**src/ten_bit_serdes_pkg.sv**
```systemverilog
/*
  shared constants and carrier types for the ten-bit serdes port.
  assumes a single 125 MHz system clock; nothing is imported, users write the package name.
*/
package ten_bit_serdes_pkg;

  localparam int CODE_W = 10;
  localparam int RX_FIFO_DEPTH = 8;

  // system clock rate and client-side byte rates, in kHz
  localparam int CLK_SYS_KHZ = 125000;
  localparam int CLIENT_1G_KHZ = 125000;
  localparam int CLIENT_100M_KHZ = 12500;
  localparam int CLIENT_10M_KHZ = 1250;
  localparam int DIV_1G = CLK_SYS_KHZ / CLIENT_1G_KHZ;
  localparam int DIV_100M = CLK_SYS_KHZ / CLIENT_100M_KHZ;
  localparam int DIV_10M = CLK_SYS_KHZ / CLIENT_10M_KHZ;
  localparam int DIV_W = 7;

  // forwarded transmit clock half period, in system clock cycles
  localparam int TX_HALF_CYCLES = 1;
  localparam int TX_CNT_W = 8;

  localparam logic [CODE_W-1:0] CODE_RESET = 10'h000;

  // two successive code groups: first is the even-clock word, second the odd-clock word
  typedef struct packed {
    logic [CODE_W-1:0] first;
    logic [CODE_W-1:0] second;
  } codePair_t;

  typedef enum logic [1:0] {
    SPEED_10M,
    SPEED_100M,
    SPEED_1G
  } speed_t;

endpackage : ten_bit_serdes_pkg

```
**src/ten_bit_serdes_port.sv**
```systemverilog
/*
  ten-bit interface port between a pcs core and an external serdes chip.
  assumes the serdes pins and receive clocks are asynchronous to clk_sys and much slower than it;
  the core side runs on clk_sys. one instance serves one serdes.
*/
// Functional notes
// - transmit code group and clock pins come straight from output flip-flops.
// - forwarded transmit clock made by a register, aligned with the data launch.
// - forwarded clock is inverted so its rise sits mid data window.
// - receive words captured alternately on even clock rise, then odd clock rise.
// - single-clock mode uses both edges of the even clock, ignoring odd.
// - single-clock mode presents both halves together at the even clock rise.
// - captured words are resampled at once into a register stage.
// - dual-clock mode takes the odd word straight from the shared sampler, not from a capture stage of its own.
// - transmit logic lives wholly in the shared system clock domain.
// - each instance owns its receive clocks and receive capture logic.
// - client byte strobe runs at 125, 12.5 or 1.25 MHz by speed.
`timescale 1ns/1ps
module ten_bit_serdes_port #(
  parameter int CODE_W = ten_bit_serdes_pkg::CODE_W,
  parameter int FIFO_DEPTH = ten_bit_serdes_pkg::RX_FIFO_DEPTH,
  parameter int TX_HALF = ten_bit_serdes_pkg::TX_HALF_CYCLES
) (
  input wire logic clk_sys,
  input wire logic rst,
  input wire logic singleClockMode,
  input wire ten_bit_serdes_pkg::speed_t speedSelect,
  input wire logic [CODE_W-1:0] txCodeGroup,
  input wire logic txValid,
  output logic txReady,
  output logic [CODE_W-1:0] txCodeGroupPin,
  output logic txClockPin,
  input wire logic [CODE_W-1:0] rxCodeGroupPin,
  input wire logic rx_clock_even,
  input wire logic rx_clock_odd,
  output ten_bit_serdes_pkg::codePair_t rxPair,
  output logic rxValid,
  input wire logic rxReady,
  output logic rxOverflow,
  output logic clientStrobe
);

  localparam int PAIR_W = 2 * CODE_W;
  localparam logic [ten_bit_serdes_pkg::TX_CNT_W-1:0] TX_LAST =
    ten_bit_serdes_pkg::TX_CNT_W'(TX_HALF - 1);

  // ---------------- transmit path, all on clk_sys ----------------
  logic [ten_bit_serdes_pkg::TX_CNT_W-1:0] txCnt_reg;
  logic [CODE_W-1:0] txHold_reg;
  logic txHoldFull_reg;
  logic txToggle;
  logic txLaunch;

  assign txToggle = (txCnt_reg == TX_LAST);
  // data launches when the internal transmit phase rises, i.e. the forwarded clock falls
  assign txLaunch = txToggle && txClockPin;

  always_ff @(posedge clk_sys) begin
    if (rst) begin
      txCnt_reg <= '0;
    end else if (txToggle) begin
      txCnt_reg <= '0;
    end else begin
      txCnt_reg <= txCnt_reg + 1'b1;
    end
  end

  always_ff @(posedge clk_sys) begin
    if (rst) begin
      txClockPin <= 1'b1;
    end else if (txToggle) begin
      txClockPin <= ~txClockPin;
    end
  end

  always_ff @(posedge clk_sys) begin
    if (rst) begin
      txHold_reg <= ten_bit_serdes_pkg::CODE_RESET;
      txHoldFull_reg <= 1'b0;
    end else if (txValid && txReady) begin
      txHold_reg <= txCodeGroup;
      txHoldFull_reg <= 1'b1;
    end else if (txLaunch) begin
      txHoldFull_reg <= 1'b0;
    end
  end

  always_ff @(posedge clk_sys) begin
    if (rst) begin
      txReady <= 1'b0;
    end else begin
      txReady <= !txHoldFull_reg && !(txValid && txReady);
    end
  end

  always_ff @(posedge clk_sys) begin
    if (rst) begin
      txCodeGroupPin <= ten_bit_serdes_pkg::CODE_RESET;
    end else if (txLaunch && txHoldFull_reg) begin
      txCodeGroupPin <= txHold_reg;
    end
  end

  // ---------------- receive capture, private to this instance ----------------
  logic [CODE_W-1:0] rxDataSync1_reg;
  logic [CODE_W-1:0] rxDataSync2_reg;
  logic [2:0] evenSync_reg;
  logic [2:0] oddSync_reg;
  logic evenRise;
  logic evenFall;
  logic oddRise;

  always_ff @(posedge clk_sys) begin
    if (rst) begin
      evenSync_reg <= '0;
      oddSync_reg <= '0;
      rxDataSync1_reg <= '0;
      rxDataSync2_reg <= '0;
    end else begin
      evenSync_reg <= {evenSync_reg[1:0], rx_clock_even};
      oddSync_reg <= {oddSync_reg[1:0], rx_clock_odd};
      rxDataSync1_reg <= rxCodeGroupPin;
      rxDataSync2_reg <= rxDataSync1_reg;
    end
  end

  assign evenRise = evenSync_reg[1] && !evenSync_reg[2];
  assign evenFall = !evenSync_reg[1] && evenSync_reg[2];
  // odd clock ignored in single mode
  assign oddRise = oddSync_reg[1] && !oddSync_reg[2] && !singleClockMode;

  logic [CODE_W-1:0] evenWord_reg;
  logic [CODE_W-1:0] oddWord_reg;
  logic evenHave_reg;
  logic oddHave_reg;
  logic pairPush;
  logic fifoInReady;
  ten_bit_serdes_pkg::codePair_t pairIn;

  always_ff @(posedge clk_sys) begin
    if (rst) begin
      evenWord_reg <= '0;
    end else if (evenRise) begin
      evenWord_reg <= rxDataSync2_reg;
    end
  end

  always_ff @(posedge clk_sys) begin
    if (rst) begin
      oddWord_reg <= '0;
    end else if (oddRise || (singleClockMode && evenFall)) begin
      oddWord_reg <= rxDataSync2_reg;
    end
  end

  // pairing state: even word must come first, a stray odd word is dropped
  always_ff @(posedge clk_sys) begin
    if (rst) begin
      evenHave_reg <= 1'b0;
      oddHave_reg <= 1'b0;
    end else if (singleClockMode) begin
      if (evenRise) begin
        evenHave_reg <= 1'b1;
        oddHave_reg <= 1'b0;
      end else if (evenFall && evenHave_reg) begin
        oddHave_reg <= 1'b1;
      end
    end else begin
      oddHave_reg <= 1'b0;
      if (evenRise) begin
        evenHave_reg <= 1'b1;
      end else if (oddRise) begin
        evenHave_reg <= 1'b0;
      end
    end
  end

  // single mode releases both halves at the next even rise
  // dual mode releases at odd rise
  assign pairPush = singleClockMode ? (evenRise && evenHave_reg && oddHave_reg)
                                    : (oddRise && evenHave_reg);

  always_comb begin
    pairIn.first = evenWord_reg;
    // dual mode takes the odd word straight from the sampler in the same cycle
    pairIn.second = singleClockMode ? oddWord_reg : rxDataSync2_reg;
  end

  always_ff @(posedge clk_sys) begin
    if (rst) begin
      rxOverflow <= 1'b0;
    end else if (pairPush && !fifoInReady) begin
      rxOverflow <= 1'b1;
    end
  end

  logic [PAIR_W-1:0] fifoOutData;
  logic fifoOutValid;
  logic fifoOutReady;

  assign fifoOutReady = !rxValid || rxReady;

  rx_pair_fifo #(
    .WIDTH(PAIR_W),
    .DEPTH(FIFO_DEPTH)
  ) pairFifo (
    .clk_sys(clk_sys),
    .rst(rst),
    .inData(pairIn),
    .inValid(pairPush),
    .inReady(fifoInReady),
    .outData(fifoOutData),
    .outValid(fifoOutValid),
    .outReady(fifoOutReady)
  );

  always_ff @(posedge clk_sys) begin
    if (rst) begin
      rxPair <= '0;
      rxValid <= 1'b0;
    end else if (fifoOutReady) begin
      rxValid <= fifoOutValid;
      if (fifoOutValid) begin
        rxPair <= ten_bit_serdes_pkg::codePair_t'(fifoOutData);
      end
    end
  end

  // ---------------- client byte rate strobe ----------------
  logic [ten_bit_serdes_pkg::DIV_W-1:0] rateCnt_reg;
  logic [ten_bit_serdes_pkg::DIV_W-1:0] rateLast;

  always_comb begin
    unique case (speedSelect)
      ten_bit_serdes_pkg::SPEED_10M: rateLast = ten_bit_serdes_pkg::DIV_W'(ten_bit_serdes_pkg::DIV_10M - 1);
      ten_bit_serdes_pkg::SPEED_100M: rateLast = ten_bit_serdes_pkg::DIV_W'(ten_bit_serdes_pkg::DIV_100M - 1);
      ten_bit_serdes_pkg::SPEED_1G: rateLast = ten_bit_serdes_pkg::DIV_W'(ten_bit_serdes_pkg::DIV_1G - 1);
      default: rateLast = ten_bit_serdes_pkg::DIV_W'(ten_bit_serdes_pkg::DIV_1G - 1);
    endcase
  end

  // strobe marks each new byte; repeats fill the gaps
  always_ff @(posedge clk_sys) begin
    if (rst) begin
      rateCnt_reg <= '0;
      clientStrobe <= 1'b0;
    end else if (rateCnt_reg >= rateLast) begin
      rateCnt_reg <= '0;
      clientStrobe <= 1'b1;
    end else begin
      rateCnt_reg <= rateCnt_reg + 1'b1;
      clientStrobe <= 1'b0;
    end
  end

endmodule : ten_bit_serdes_port

```
**src/rx_pair_fifo.sv**
```systemverilog
/*
  flip-flop fifo with valid/ready on both sides.
  assumes one clock and synchronous active-high reset; outData is valid whenever outValid is high.
*/
`timescale 1ns/1ps
module rx_pair_fifo #(
  parameter int WIDTH = 20,
  parameter int DEPTH = 8
) (
  input wire logic clk_sys,
  input wire logic rst,
  input wire logic [WIDTH-1:0] inData,
  input wire logic inValid,
  output logic inReady,
  output logic [WIDTH-1:0] outData,
  output logic outValid,
  input wire logic outReady
);

  localparam int PTR_W = (DEPTH > 1) ? $clog2(DEPTH) : 1;
  localparam int CNT_W = $clog2(DEPTH + 1);
  localparam logic [CNT_W-1:0] FULL_COUNT = CNT_W'(DEPTH);
  localparam logic [PTR_W-1:0] LAST_PTR = PTR_W'(DEPTH - 1);

  logic [WIDTH-1:0] mem [DEPTH];
  logic [PTR_W-1:0] wrPtr_reg;
  logic [PTR_W-1:0] rdPtr_reg;
  logic [CNT_W-1:0] count_reg;
  logic push;
  logic pop;

  assign inReady = (count_reg != FULL_COUNT);
  assign outValid = (count_reg != '0);
  assign outData = mem[rdPtr_reg];
  assign push = inValid && inReady;
  assign pop = outValid && outReady;

  always_ff @(posedge clk_sys) begin
    if (push) begin
      mem[wrPtr_reg] <= inData;
    end
  end

  always_ff @(posedge clk_sys) begin
    if (rst) begin
      wrPtr_reg <= '0;
      rdPtr_reg <= '0;
    end else begin
      if (push) begin
        wrPtr_reg <= (wrPtr_reg == LAST_PTR) ? '0 : wrPtr_reg + 1'b1;
      end
      if (pop) begin
        rdPtr_reg <= (rdPtr_reg == LAST_PTR) ? '0 : rdPtr_reg + 1'b1;
      end
    end
  end

  always_ff @(posedge clk_sys) begin
    if (rst) begin
      count_reg <= '0;
    end else if (push && !pop) begin
      count_reg <= count_reg + 1'b1;
    end else if (pop && !push) begin
      count_reg <= count_reg - 1'b1;
    end
  end

endmodule : rx_pair_fifo

```
**config.mk**
```make
export PLATFORM = sky130hd
export DESIGN_NAME = ten_bit_serdes_port
export DESIGN_NICKNAME = d
export VERILOG_FILES = /design/src/ten_bit_serdes_pkg.sv /design/src/ten_bit_serdes_port.sv /design/src/rx_pair_fifo.sv
export SDC_FILE = /design/constraint.sdc
export NUM_CORES = 1
export LEC_CHECK = 0
export BUFFER_PORTS_ARGS = -buffer_cell sky130_fd_sc_hd__buf_2
export CAP_MARGIN = 5
export CORE_UTILIZATION = 60
export DETAILED_ROUTE_END_ITERATION = 10
export MAX_ROUTING_LAYER = met4
export PLACE_DENSITY = 0.82
export SLEW_MARGIN = 10
export SYNTH_ARGS = -nofsm -noshare
export SYNTH_HDL_FRONTEND = slang
export SYNTH_HIERARCHICAL = 1
export SYNTH_SLANG_ARGS = --single-unit
```
**constraint.sdc**
```tcl
create_clock -name clk_sys -period 4.5 [get_ports clk_sys]
set_input_delay 0.45 -clock clk_sys [delete_from_list [all_inputs] [get_ports clk_sys]]
set_output_delay 0.45 -clock clk_sys [all_outputs]
set_load 0.01 [all_outputs]
```
==> out/summary.json, run 1 <==
{
  "cp_slowest_stage_delay": {"value": 0.37, "unit": "ns"},
  "cts.repair_timing.setup_buffer_count": {"value": 0},
  "synth_area_per_cell": {"value": 14.7, "unit": "µm²"},
  "postSynthNetCount": {"value": 782},
  "synth_enable_flop_cells": {"value": 160},
  "synthesis.area": {"value": 10800, "unit": "µm²"},
  "comb_power_share": {"value": 17.5, "unit": "%"},
  "fin_tns_setup": {"value": 0, "unit": "ns"},
  "rsz0062_at_grt": {"value": "false"},
  "combinational_family_with_the_most_area_after_synthesis": {"value": "multiplexers"},
  "hp-class": {"value": "primary input to register"},
  "clk_pin_slew": {"value": 0.06, "unit": "ns"},
  "synth_async_sr_flop_share": {"value": 0, "unit": "%"},
  "synth.yosys.seq_area_share": {"value": 67.1, "unit": "%"},
  "clock_latency": {"value": 0.54, "unit": "ns"},
  "critPathCaptureType": {"value": "register"},
  "avgViaCountPerCell": {"value": 5.73},
  "final_critical_period": {"value": 2.90, "unit": "ns"},
  "synth_flop_cell": {"value": "edfxtp_1"},
  "largest_registers": {"value": "pairFifo/mem x160, rxPair x20"},
  "grt_max_degree": {"value": 69},
  "fillCellCount": {"value": 1124},
  "hold_end": {"value": "rxDataSync1_reg[3]"},
  "final.setup.worst_slack": {"value": 1.60, "unit": "ns"},
  "post_route_drc": {"value": 0},
  "power_switching_share": {"value": 26.1, "unit": "%"},
  "final.hold.worst_slack": {"value": 0.127, "unit": "ns"},
  "post_cts_resized": {"value": 0},
  "initial_antenna_violation_count": {"value": 0},
  "fp.dieArea": {"value": 18500, "unit": "µm²"},
  "finish.net_count": {"value": 850},
  "num_antenna_cells": {"value": 0},
  "total_power": {"value": 6.46, "unit": "mW"},
  "final_cell_mix": {"value": "160 x edfxtp_1, 120 x dfxtp_1, 117 x nand2_1"},
  "global_route_wire_length_before_repair": {"value": 32200, "unit": "µm"},
  "run_status": {"value": "finished, final reports clean"},
  "static-leakage-power": {"value": 4.42, "unit": "nW"},
  "power.internal": {"value": 4.78, "unit": "mW"},
  "drv.max_cap_violation_count": {"value": 0},
  "antenna_violating_nets_post_route": {"value": 0},
  "area_delta_synth_final": {"value": 13.4, "unit": "%"},
  "post-place-ws": {"value": 1.41, "unit": "ns"},
  "clock_tree.buffer_depth": {"value": 3},
  "dr.first_iter.drc_count": {"value": 408},
  "grt_use_total": {"value": 24.0, "unit": "%"},
  "htreeDepth": {"value": 1},
  "clock-skew-final": {"value": 0.0129, "unit": "ns"},
  "hp-start": {"value": "rxCodeGroupPin[3]"},
  "report.final.slew_viol_count": {"value": 0},
  "critical-path-slowest-cell": {"value": "dfxtp_1"},
  "ys_warn_count": {"value": 6},
  "synth_cell_type_count": {"value": 45},
  "setup_viol": {"value": 0},
  "synth_mux_area_share": {"value": 14.9, "unit": "%"},
  "drt_wl_total": {"value": 20400, "unit": "µm"},
  "routedWlPerCell": {"value": 19.4, "unit": "µm"},
  "finalCoreUtilization": {"value": 70.3, "unit": "%"},
  "drt_pre_antenna_iters": {"value": 5},
  "worstMarginPinSlew": {"value": 1.07, "unit": "ns"},
  "power.clock.fraction": {"value": 35.7, "unit": "%"},
  "post_synth_and_or_nand_nor_area_fraction": {"value": 9.68, "unit": "%"},
  "synth-compound-area-share": {"value": 3.14, "unit": "%"},
  "route.vias.total": {"value": 6031},
  "tritoncts": {"value": "done"},
  "reg2reg_to": {"value": "pairFifo/count_reg[3]"},
  "arrival": {"value": 3.31, "unit": "ns"},
  "worst_setup_path_start_kind": {"value": "register"},
  "critical_path.max_fanout": {"value": 9},
  "timing.slew.headroom": {"value": 29.0, "unit": "%"},
  "power_frac_seq": {"value": 46.8, "unit": "%"},
  "worstPathRequired": {"value": 4.92, "unit": "ns"},
  "max_flop_register": {"value": "pairFifo/mem"},
  "ys_seq_elements": {"value": 282},
  "floorplan.initialDensity": {"value": 62.0, "unit": "%"},
  "worst_path_most_repeated_cell": {"value": "ha_1"},
  "p_sw": {"value": 1.69, "unit": "mW"},
  "ff_latch_area": {"value": 7250, "unit": "µm²"},
  "post_synth_fa_ha_maj_area_fraction": {"value": 1.92, "unit": "%"},
  "post_synth_xor_area_fraction": {"value": 1.14, "unit": "%"},
  "die_w": {"value": 136, "unit": "µm"},
  "clock_tree.root_cell": {"value": "clkbuf_16"},
  "coreArea": {"value": 17400, "unit": "µm²"},
  "mostFrequentLayoutCell": {"value": "edfxtp_1"},
  "gp_routability_congestion": {"value": 0.820},
  "fp-row-count": {"value": 48},
  "multi_input_area": {"value": 3350, "unit": "µm²"},
  "numCtsBuffers": {"value": 28},
  "timing.final.crit_share": {"value": 64.4, "unit": "%"},
  "crit_path_cell_trace": {"value": "nor2b_1, nand3_1, a21boi_0, nand2_2, inv_2, ha_1, inv_1, ha_1, a21oi_1, a211oi_1, a31oi_1, mux2_2"},
  "dp.final_hpwl": {"value": 12100, "unit": "µm"},
  "timing_worst_setup_path_type": {"value": "register to register"},
  "fmax": {"value": 0.345, "unit": "GHz"},
  "reg2reg_setup_slack": {"value": 1.60, "unit": "ns"},
  "hold_viol_final": {"value": 0},
  "ioPinCount": {"value": 64},
  "post_synth_inst_count": {"value": 737},
  "power_density": {"value": 528, "unit": "nW/µm²"},
  "largest_register_ffs": {"value": 160},
  "ir_worst_vdd": {"value": 0.356, "unit": "mV"},
  "post_route_cells_drive_above_1_share": {"value": 19.8, "unit": "%"},
  "first_global_vias": {"value": 6230},
  "r2r-start": {"value": "evenSync_reg[1]"},
  "port_buffers": {"value": 63},
  "reg2reg_depth": {"value": 12},
  "worst_hold_path.num_cells": {"value": 2},
  "chip_height": {"value": 136, "unit": "µm"},
  "clock_sinks": {"value": 282},
  "cts_hold_repair.buffers": {"value": 0},
  "grt-ovfl-total": {"value": 0}
}
[final cells by class]
cell class / count / share of cell area (%)
Clock inverter: 16 / 1.35
Inverter: 9 / 0.276
Clock buffer: 36 / 6.22
Multi-Input combinational cell: 409 / 27.4
Timing Repair Buffer: 75 / 3.33
Sequential cell: 282 / 59.2
Tap cell: 225 / 2.30
[worst max-delay path by stage]
stage	start	endpoint	depth (start not counted)	slack [ns]
2_1_floorplan	singleClockMode	pairFifo/mem[0][0]	5	1.05
3_3_place_gp	singleClockMode	pairFifo/count_reg[3]	13	1.53
3_5_place_dp	singleClockMode	pairFifo/count_reg[3]	13	1.41
4_1_cts	evenSync_reg[1]	pairFifo/count_reg[3]	12	1.63
5_1_grt	evenSync_reg[1]	pairFifo/count_reg[3]	12	1.35
6_report	evenSync_reg[1]	pairFifo/count_reg[3]	12	1.60
[cells in the mapped netlist (2+ instances only)]
cell type	count	area share, %
xnor2_1	6	0.49
a22o_1	3	0.24
nand3_1	11	0.51
and2_1	3	0.17
and3_1	2	0.12
edfxtp_1	160	44
mux2_2	31	3.2
nand2b_1	5	0.29
a31oi_1	2	0.12
a211oi_1	3	0.21
nand2_1	117	4.1
or2_2	2	0.12
or3_1	2	0.12
clkbuf_1	25	0.87
nor2b_1	29	1.7
ha_1	15	1.7
mux2i_1	21	1.9
buf_1	5	0.17
nor3_1	11	0.51
dfxtp_1	122	23
buf_6	5	0.52
nor2_1	32	1.1
inv_1	8	0.28
a21oi_1	50	2.3
xor2_1	8	0.65
mux4_1	40	9.7
[critical path: cells and delay by family (launching register included)]
kind	cells	cell delay [ns]
buf+inv	2	0.23
compound gates	4	0.80
mux	1	0.35
fa+ha+maj	2	0.51
simple gates	3	0.53
flops	1	0.37
[cell families (layout without fill, tap and decap cells)]
group           after synthesis  count (layout)
flops                       282             282
simple gates                225             225
mux                          92              92
compound gates               62              62
buf+inv                      46             136
fa+ha+maj                    16              16
xor+xnor                     14              14
[power groups by stage]
stage	registers [mW]	logic, mW	clock network [mW]
final	3.03	1.13	2.31
after global routing	3.06	1.24	2.44
after CTS	3.03	1.14	2.35
after detailed placement	3.09	1.13	0
after global placement	3.07	1.08	0
after floorplan	3.02	0.896	0
[metal layers]
metal,track usage [%],vias to the layer above,share of wire [%]
met5,-,-,0
met4,8.33,0,2.2
met3,4.21,40,4.7
met2,41.2,158,52
met1,28.4,2987,41
li1,-,2846,-
[per-stage QoR]
step                cells  area (µm²)
floorplan             737       10800
global placement     1000       11300
detailed placement   1000       11300
CTS                  1052       12300
global route         1052       12300
finish               1052       12300
No activity file was read; power rests on OpenSTA's default activity.
==> inputs of run 2 (changes only) <==
ABC_AREA = 1   (was unset)
clock period = 2.7 ns   (was 4.5 ns; I/O delays follow)
==> run 2 against run 1 <==
Effect of this change:
- the flow now finishes with violations (design-rule violations)
- cell area increased by 4.0%
- non-clock buffer count increased by 19
- final cell count increased by 42%
- global-route usage increased by 1.1 points
- flip-flop and latch count unchanged
- sequential share of layout area decreased by 2.3 points
- worst setup slack got worse by 1.3 ns
- via count increased by 32%
- total power increased by 78%
- critical endpoint unchanged
- largest cell class unchanged
- highest routed layer unchanged
==> out/summary.json, run 2 <==
{
  "worstPathRequired": {"value": 3.13, "unit": "ns", "change": "-1.79 ns"},
  "clk_pin_slew": {"value": 0.06, "unit": "ns", "change": "about the same"},
  "post-place-ws": {"value": 0.240, "unit": "ns", "change": "-1.17 ns"},
  "tritoncts": {"value": "done"},
  "hp-start": {"value": "txCodeGroup[2]"},
  "finish.net_count": {"value": 1290, "change": "+52%"},
  "final.setup.worst_slack": {"value": 0.300, "unit": "ns", "change": "-1.30 ns"},
  "rsz0062_at_grt": {"value": "false"},
  "ioPinCount": {"value": 64, "change": "unchanged"},
  "routedWlPerCell": {"value": 15.2, "unit": "µm", "change": "-21%"},
  "synth_area_per_cell": {"value": 9.55, "unit": "µm²", "change": "-35%"},
  "report.final.slew_viol_count": {"value": 0, "change": "unchanged"},
  "ir_worst_vdd": {"value": 0.698, "unit": "mV", "change": "+96%"},
  "post_cts_resized": {"value": 0, "change": "unchanged"},
  "power_density": {"value": 902, "unit": "nW/µm²", "change": "+71%"},
  "synth.yosys.seq_area_share": {"value": 64.5, "unit": "%", "change": "-2.5 points"},
  "clock_sinks": {"value": 282, "change": "unchanged"},
  "power.internal": {"value": 7.97, "unit": "mW", "change": "+67%"},
  "ys_warn_count": {"value": 6, "change": "unchanged"},
  "total_power": {"value": 11.5, "unit": "mW", "change": "+78%"},
  "power_switching_share": {"value": 30.7, "unit": "%", "change": "+4.6 points"},
  "synthesis.area": {"value": 11200, "unit": "µm²", "change": "+4.0%"},
  "gp_routability_congestion": {"value": 0.840, "change": "+2.5%"},
  "clock_tree.buffer_depth": {"value": 3, "change": "unchanged"},
  "crit_path_start": {"value": "evenSync_reg[1]"},
  "synth.top_cells.by_count": {"value": "326 x nor2_1, 193 x nand2_1, 160 x edfxtp_1"},
  "synth_cell_type_count": {"value": 35, "change": "-22%"},
  "final.hold.worst_slack": {"value": 0.0156, "unit": "ns", "change": "-0.111 ns"},
  "clock_latency": {"value": 0.54, "unit": "ns", "change": "about the same"},
  "synth_enable_flop_cells": {"value": 160, "change": "unchanged"},
  "layout.cell_area.non_filler": {"value": 12700, "unit": "µm²", "change": "+4.0%"},
  "dr.first_iter.drc_count": {"value": 583, "change": "+43%"},
  "grt_max_degree": {"value": 81, "change": "+17%"},
  "post_synth_inst_count": {"value": 1175, "change": "+59%"},
  "critical_path.max_fanout": {"value": 5, "change": "-4"},
  "power_frac_seq": {"value": 43.0, "unit": "%", "change": "-3.8 points"},
  "fin_tns_setup": {"value": 0, "unit": "ns", "change": "unchanged"},
  "cts.repair_timing.setup_buffer_count": {"value": 0, "change": "unchanged"},
  "max_flop_register": {"value": "pairFifo/mem"},
  "critPathCaptureType": {"value": "register"},
  "worst_setup_path_start_kind": {"value": "register"},
  "final_critical_period": {"value": 2.40, "unit": "ns", "change": "-0.498 ns"},
  "top_area_cells_in_the_synthesized_netlist": {"value": "edfxtp_1 43%, dfxtp_1 22%, nor2_1 11%, nand2_1 6.5%, o21ai_0 4.1%"},
  "fp.dieArea": {"value": 19300, "unit": "µm²", "change": "+3.9%"},
  "global_route_wire_length_before_repair": {"value": 37400, "unit": "µm", "change": "+16%"},
  "coreArea": {"value": 18100, "unit": "µm²", "change": "+4.2%"},
  "numCtsBuffers": {"value": 28, "change": "unchanged"},
  "initial_antenna_violation_count": {"value": 0, "change": "unchanged"},
  "post_route_cells_drive_above_1_share": {"value": 11.4, "unit": "%", "change": "-8.5 points"},
  "timing.slew.headroom": {"value": 45.4, "unit": "%", "change": "+16 points"},
  "num_antenna_cells": {"value": 0, "change": "unchanged"},
  "die_w": {"value": 139, "unit": "µm", "change": "+1.9%"},
  "antenna_violating_nets_post_route": {"value": 0, "change": "unchanged"},
  "post_route_drc": {"value": 4, "change": "+4"},
  "comb_power_share": {"value": 23.1, "unit": "%", "change": "+5.6 points"},
  "timing_worst_setup_path_type": {"value": "register to register"},
  "floorplan.initialDensity": {"value": 61.9, "unit": "%", "change": "-0.15 points"},
  "drt_wl_total": {"value": 22800, "unit": "µm", "change": "+12%"},
  "r2r-start": {"value": "evenSync_reg[1]"},
  "ys_seq_elements": {"value": 282, "change": "unchanged"},
  "synth_async_sr_flop_share": {"value": 0, "unit": "%", "change": "unchanged"},
  "grt_use_total": {"value": 25.1, "unit": "%", "change": "+1.1 points"},
  "hold_viol_final": {"value": 0, "change": "unchanged"},
  "first_global_vias": {"value": 7553, "change": "+21%"},
  "yosys.area.top_type_share": {"value": 42.8, "unit": "%", "change": "-1.7 points"},
  "chip_height": {"value": 139, "unit": "µm", "change": "+1.9%"},
  "avgViaCountPerCell": {"value": 5.33, "change": "-7.1%"},
  "hp-class": {"value": "primary input to register"},
  "fp-row-count": {"value": 49, "change": "+2.1%"},
  "worstMarginPinSlew": {"value": 0.818, "unit": "ns", "change": "-0.247 ns"},
  "place_area": {"value": 11700, "unit": "µm²", "change": "+3.0%"},
  "p_sw": {"value": 3.53, "unit": "mW", "change": "+110%"},
  "post-synth-top-count-cell": {"value": "nor2_1"},
  "synth_flop_cell": {"value": "edfxtp_1"},
  "largest_register_ffs": {"value": 160, "change": "unchanged"},
  "library_cell_occupying_the_most_area_in_the_post_synthesis_netlist": {"value": "edfxtp_1"},
  "postSynthNetCount": {"value": 1220, "change": "+56%"},
  "timing.final.crit_share": {"value": 88.9, "unit": "%", "change": "+24 points"},
  "fmax": {"value": 0.417, "unit": "GHz", "change": "+21%"},
  "static-leakage-power": {"value": 5.42, "unit": "nW", "change": "+23%"},
  "setup_viol": {"value": 0, "change": "unchanged"},
  "final_cell_mix": {"value": "318 x nor2_1, 193 x nand2_1, 160 x edfxtp_1"},
  "run_status": {"value": "finished, violations left"},
  "mostFrequentLayoutCell": {"value": "nor2_1"},
  "route.vias.total": {"value": 7969, "change": "+32%"},
  "violations": {"value": "design-rule violations"},
  "clock-skew-final": {"value": 0.0204, "unit": "ns", "change": "+0.00748 ns"},
  "drv.max_cap_violation_count": {"value": 0, "change": "unchanged"},
  "htreeDepth": {"value": 1, "change": "unchanged"},
  "grt-ovfl-total": {"value": 0, "change": "unchanged"},
  "power.clock.fraction": {"value": 33.8, "unit": "%", "change": "-1.9 points"},
  "port_buffers": {"value": 63, "change": "unchanged"},
  "area_delta_synth_final": {"value": 13.5, "unit": "%", "change": "about the same"},
  "clock_tree.root_cell": {"value": "clkbuf_16"},
  "drt_pre_antenna_iters": {"value": 11, "change": "+6"},
  "largest_registers": {"value": "pairFifo/mem x160, rxPair x20"},
  "dp.final_hpwl": {"value": 13100, "unit": "µm", "change": "+8.7%"},
  "arrival": {"value": 2.83, "unit": "ns", "change": "-0.48 ns"}
}
[run 2: logic make-up after synthesis]
| family | Yosys count | synth area share, % |
|---|---|---|
| simple gates | 556 | 19.4 |
| buf+inv | 150 | 6.10 |
| flops | 282 | 64.5 |
| xor+xnor | 11 | 0.858 |
| fa+ha+maj | 16 | 1.85 |
| compound gates | 160 | 7.20 |
[run 2: power groups by stage]
stage / Clock [mW] / Sequential, mW / Combinational, mW
detailed placement: 0 / 5.04 / 2.59
finish: 3.89 / 4.95 / 2.66
CTS: 3.93 / 4.95 / 2.65
global placement: 0 / 5.03 / 2.50
floorplan: 0 / 5.06 / 2.02
global route: 4.12 / 4.98 / 3.04
[run 2: per-layer routing]
| layer | vias up | part of all wire [%] | GRT usage (%) |
|---|---|---|---|
| met4 | 0 | 2.0 | 6.90 |
| met5 | - | 0 | - |
| met2 | 329 | 49 | 41.5 |
| met1 | 3654 | 41 | 31.8 |
| li1 | 3935 | - | - |
| met3 | 51 | 7.6 | 4.52 |
[run 2: repair_timing]
item	in CTS	in global routing
endpoints found under the setup margin	0	0
endpoints found under the hold margin	13	0
hold buffers	13	0
[run 2: final timing paths]
kind                                               to  slack [ns]  depth (start not counted)
worst max-delay path            pairFifo/count_reg[3]        0.30                         14
worst min-delay path                    txHold_reg[2]        0.02                          3
worst max register to register  pairFifo/count_reg[3]        0.30                         14
worst min register to register         oddSync_reg[1]        0.40                          2
[run 2: worst max-delay path, stage by stage (launching register included)]
cell and delay (ns):
dfxtp_1 0.30, inv_1 0.06, nor2_1 0.14, nand3_1 0.11, a21boi_0 0.23, nand2_1 0.15, inv_1 0.14, ha_1 0.18
inv_1 0.10, ha_1 0.32, or2_2 0.31, nand3_1 0.09, nand3_1 0.07, nand2_1 0.06, inv_1 0.03
[run 2: area by class of cell]
cell class | count | area, µm²
sequential | 282 | 7250
multi-input combinational | 743 | 3320
tap | 229 | 287
clock buffer | 48 | 928
timing repair buffer | 94 | 581
fill | 1289 | 5400
clock inverter | 4 | 20.0
inverter | 96 | 365
[run 2: metrics by stage]
stage               cells  utilization [%]
CTS                  1496             70.2
detailed placement   1431             64.3
global route         1496             70.2
finish               1496             70.2
floorplan            1175                -
global placement     1431             64.3
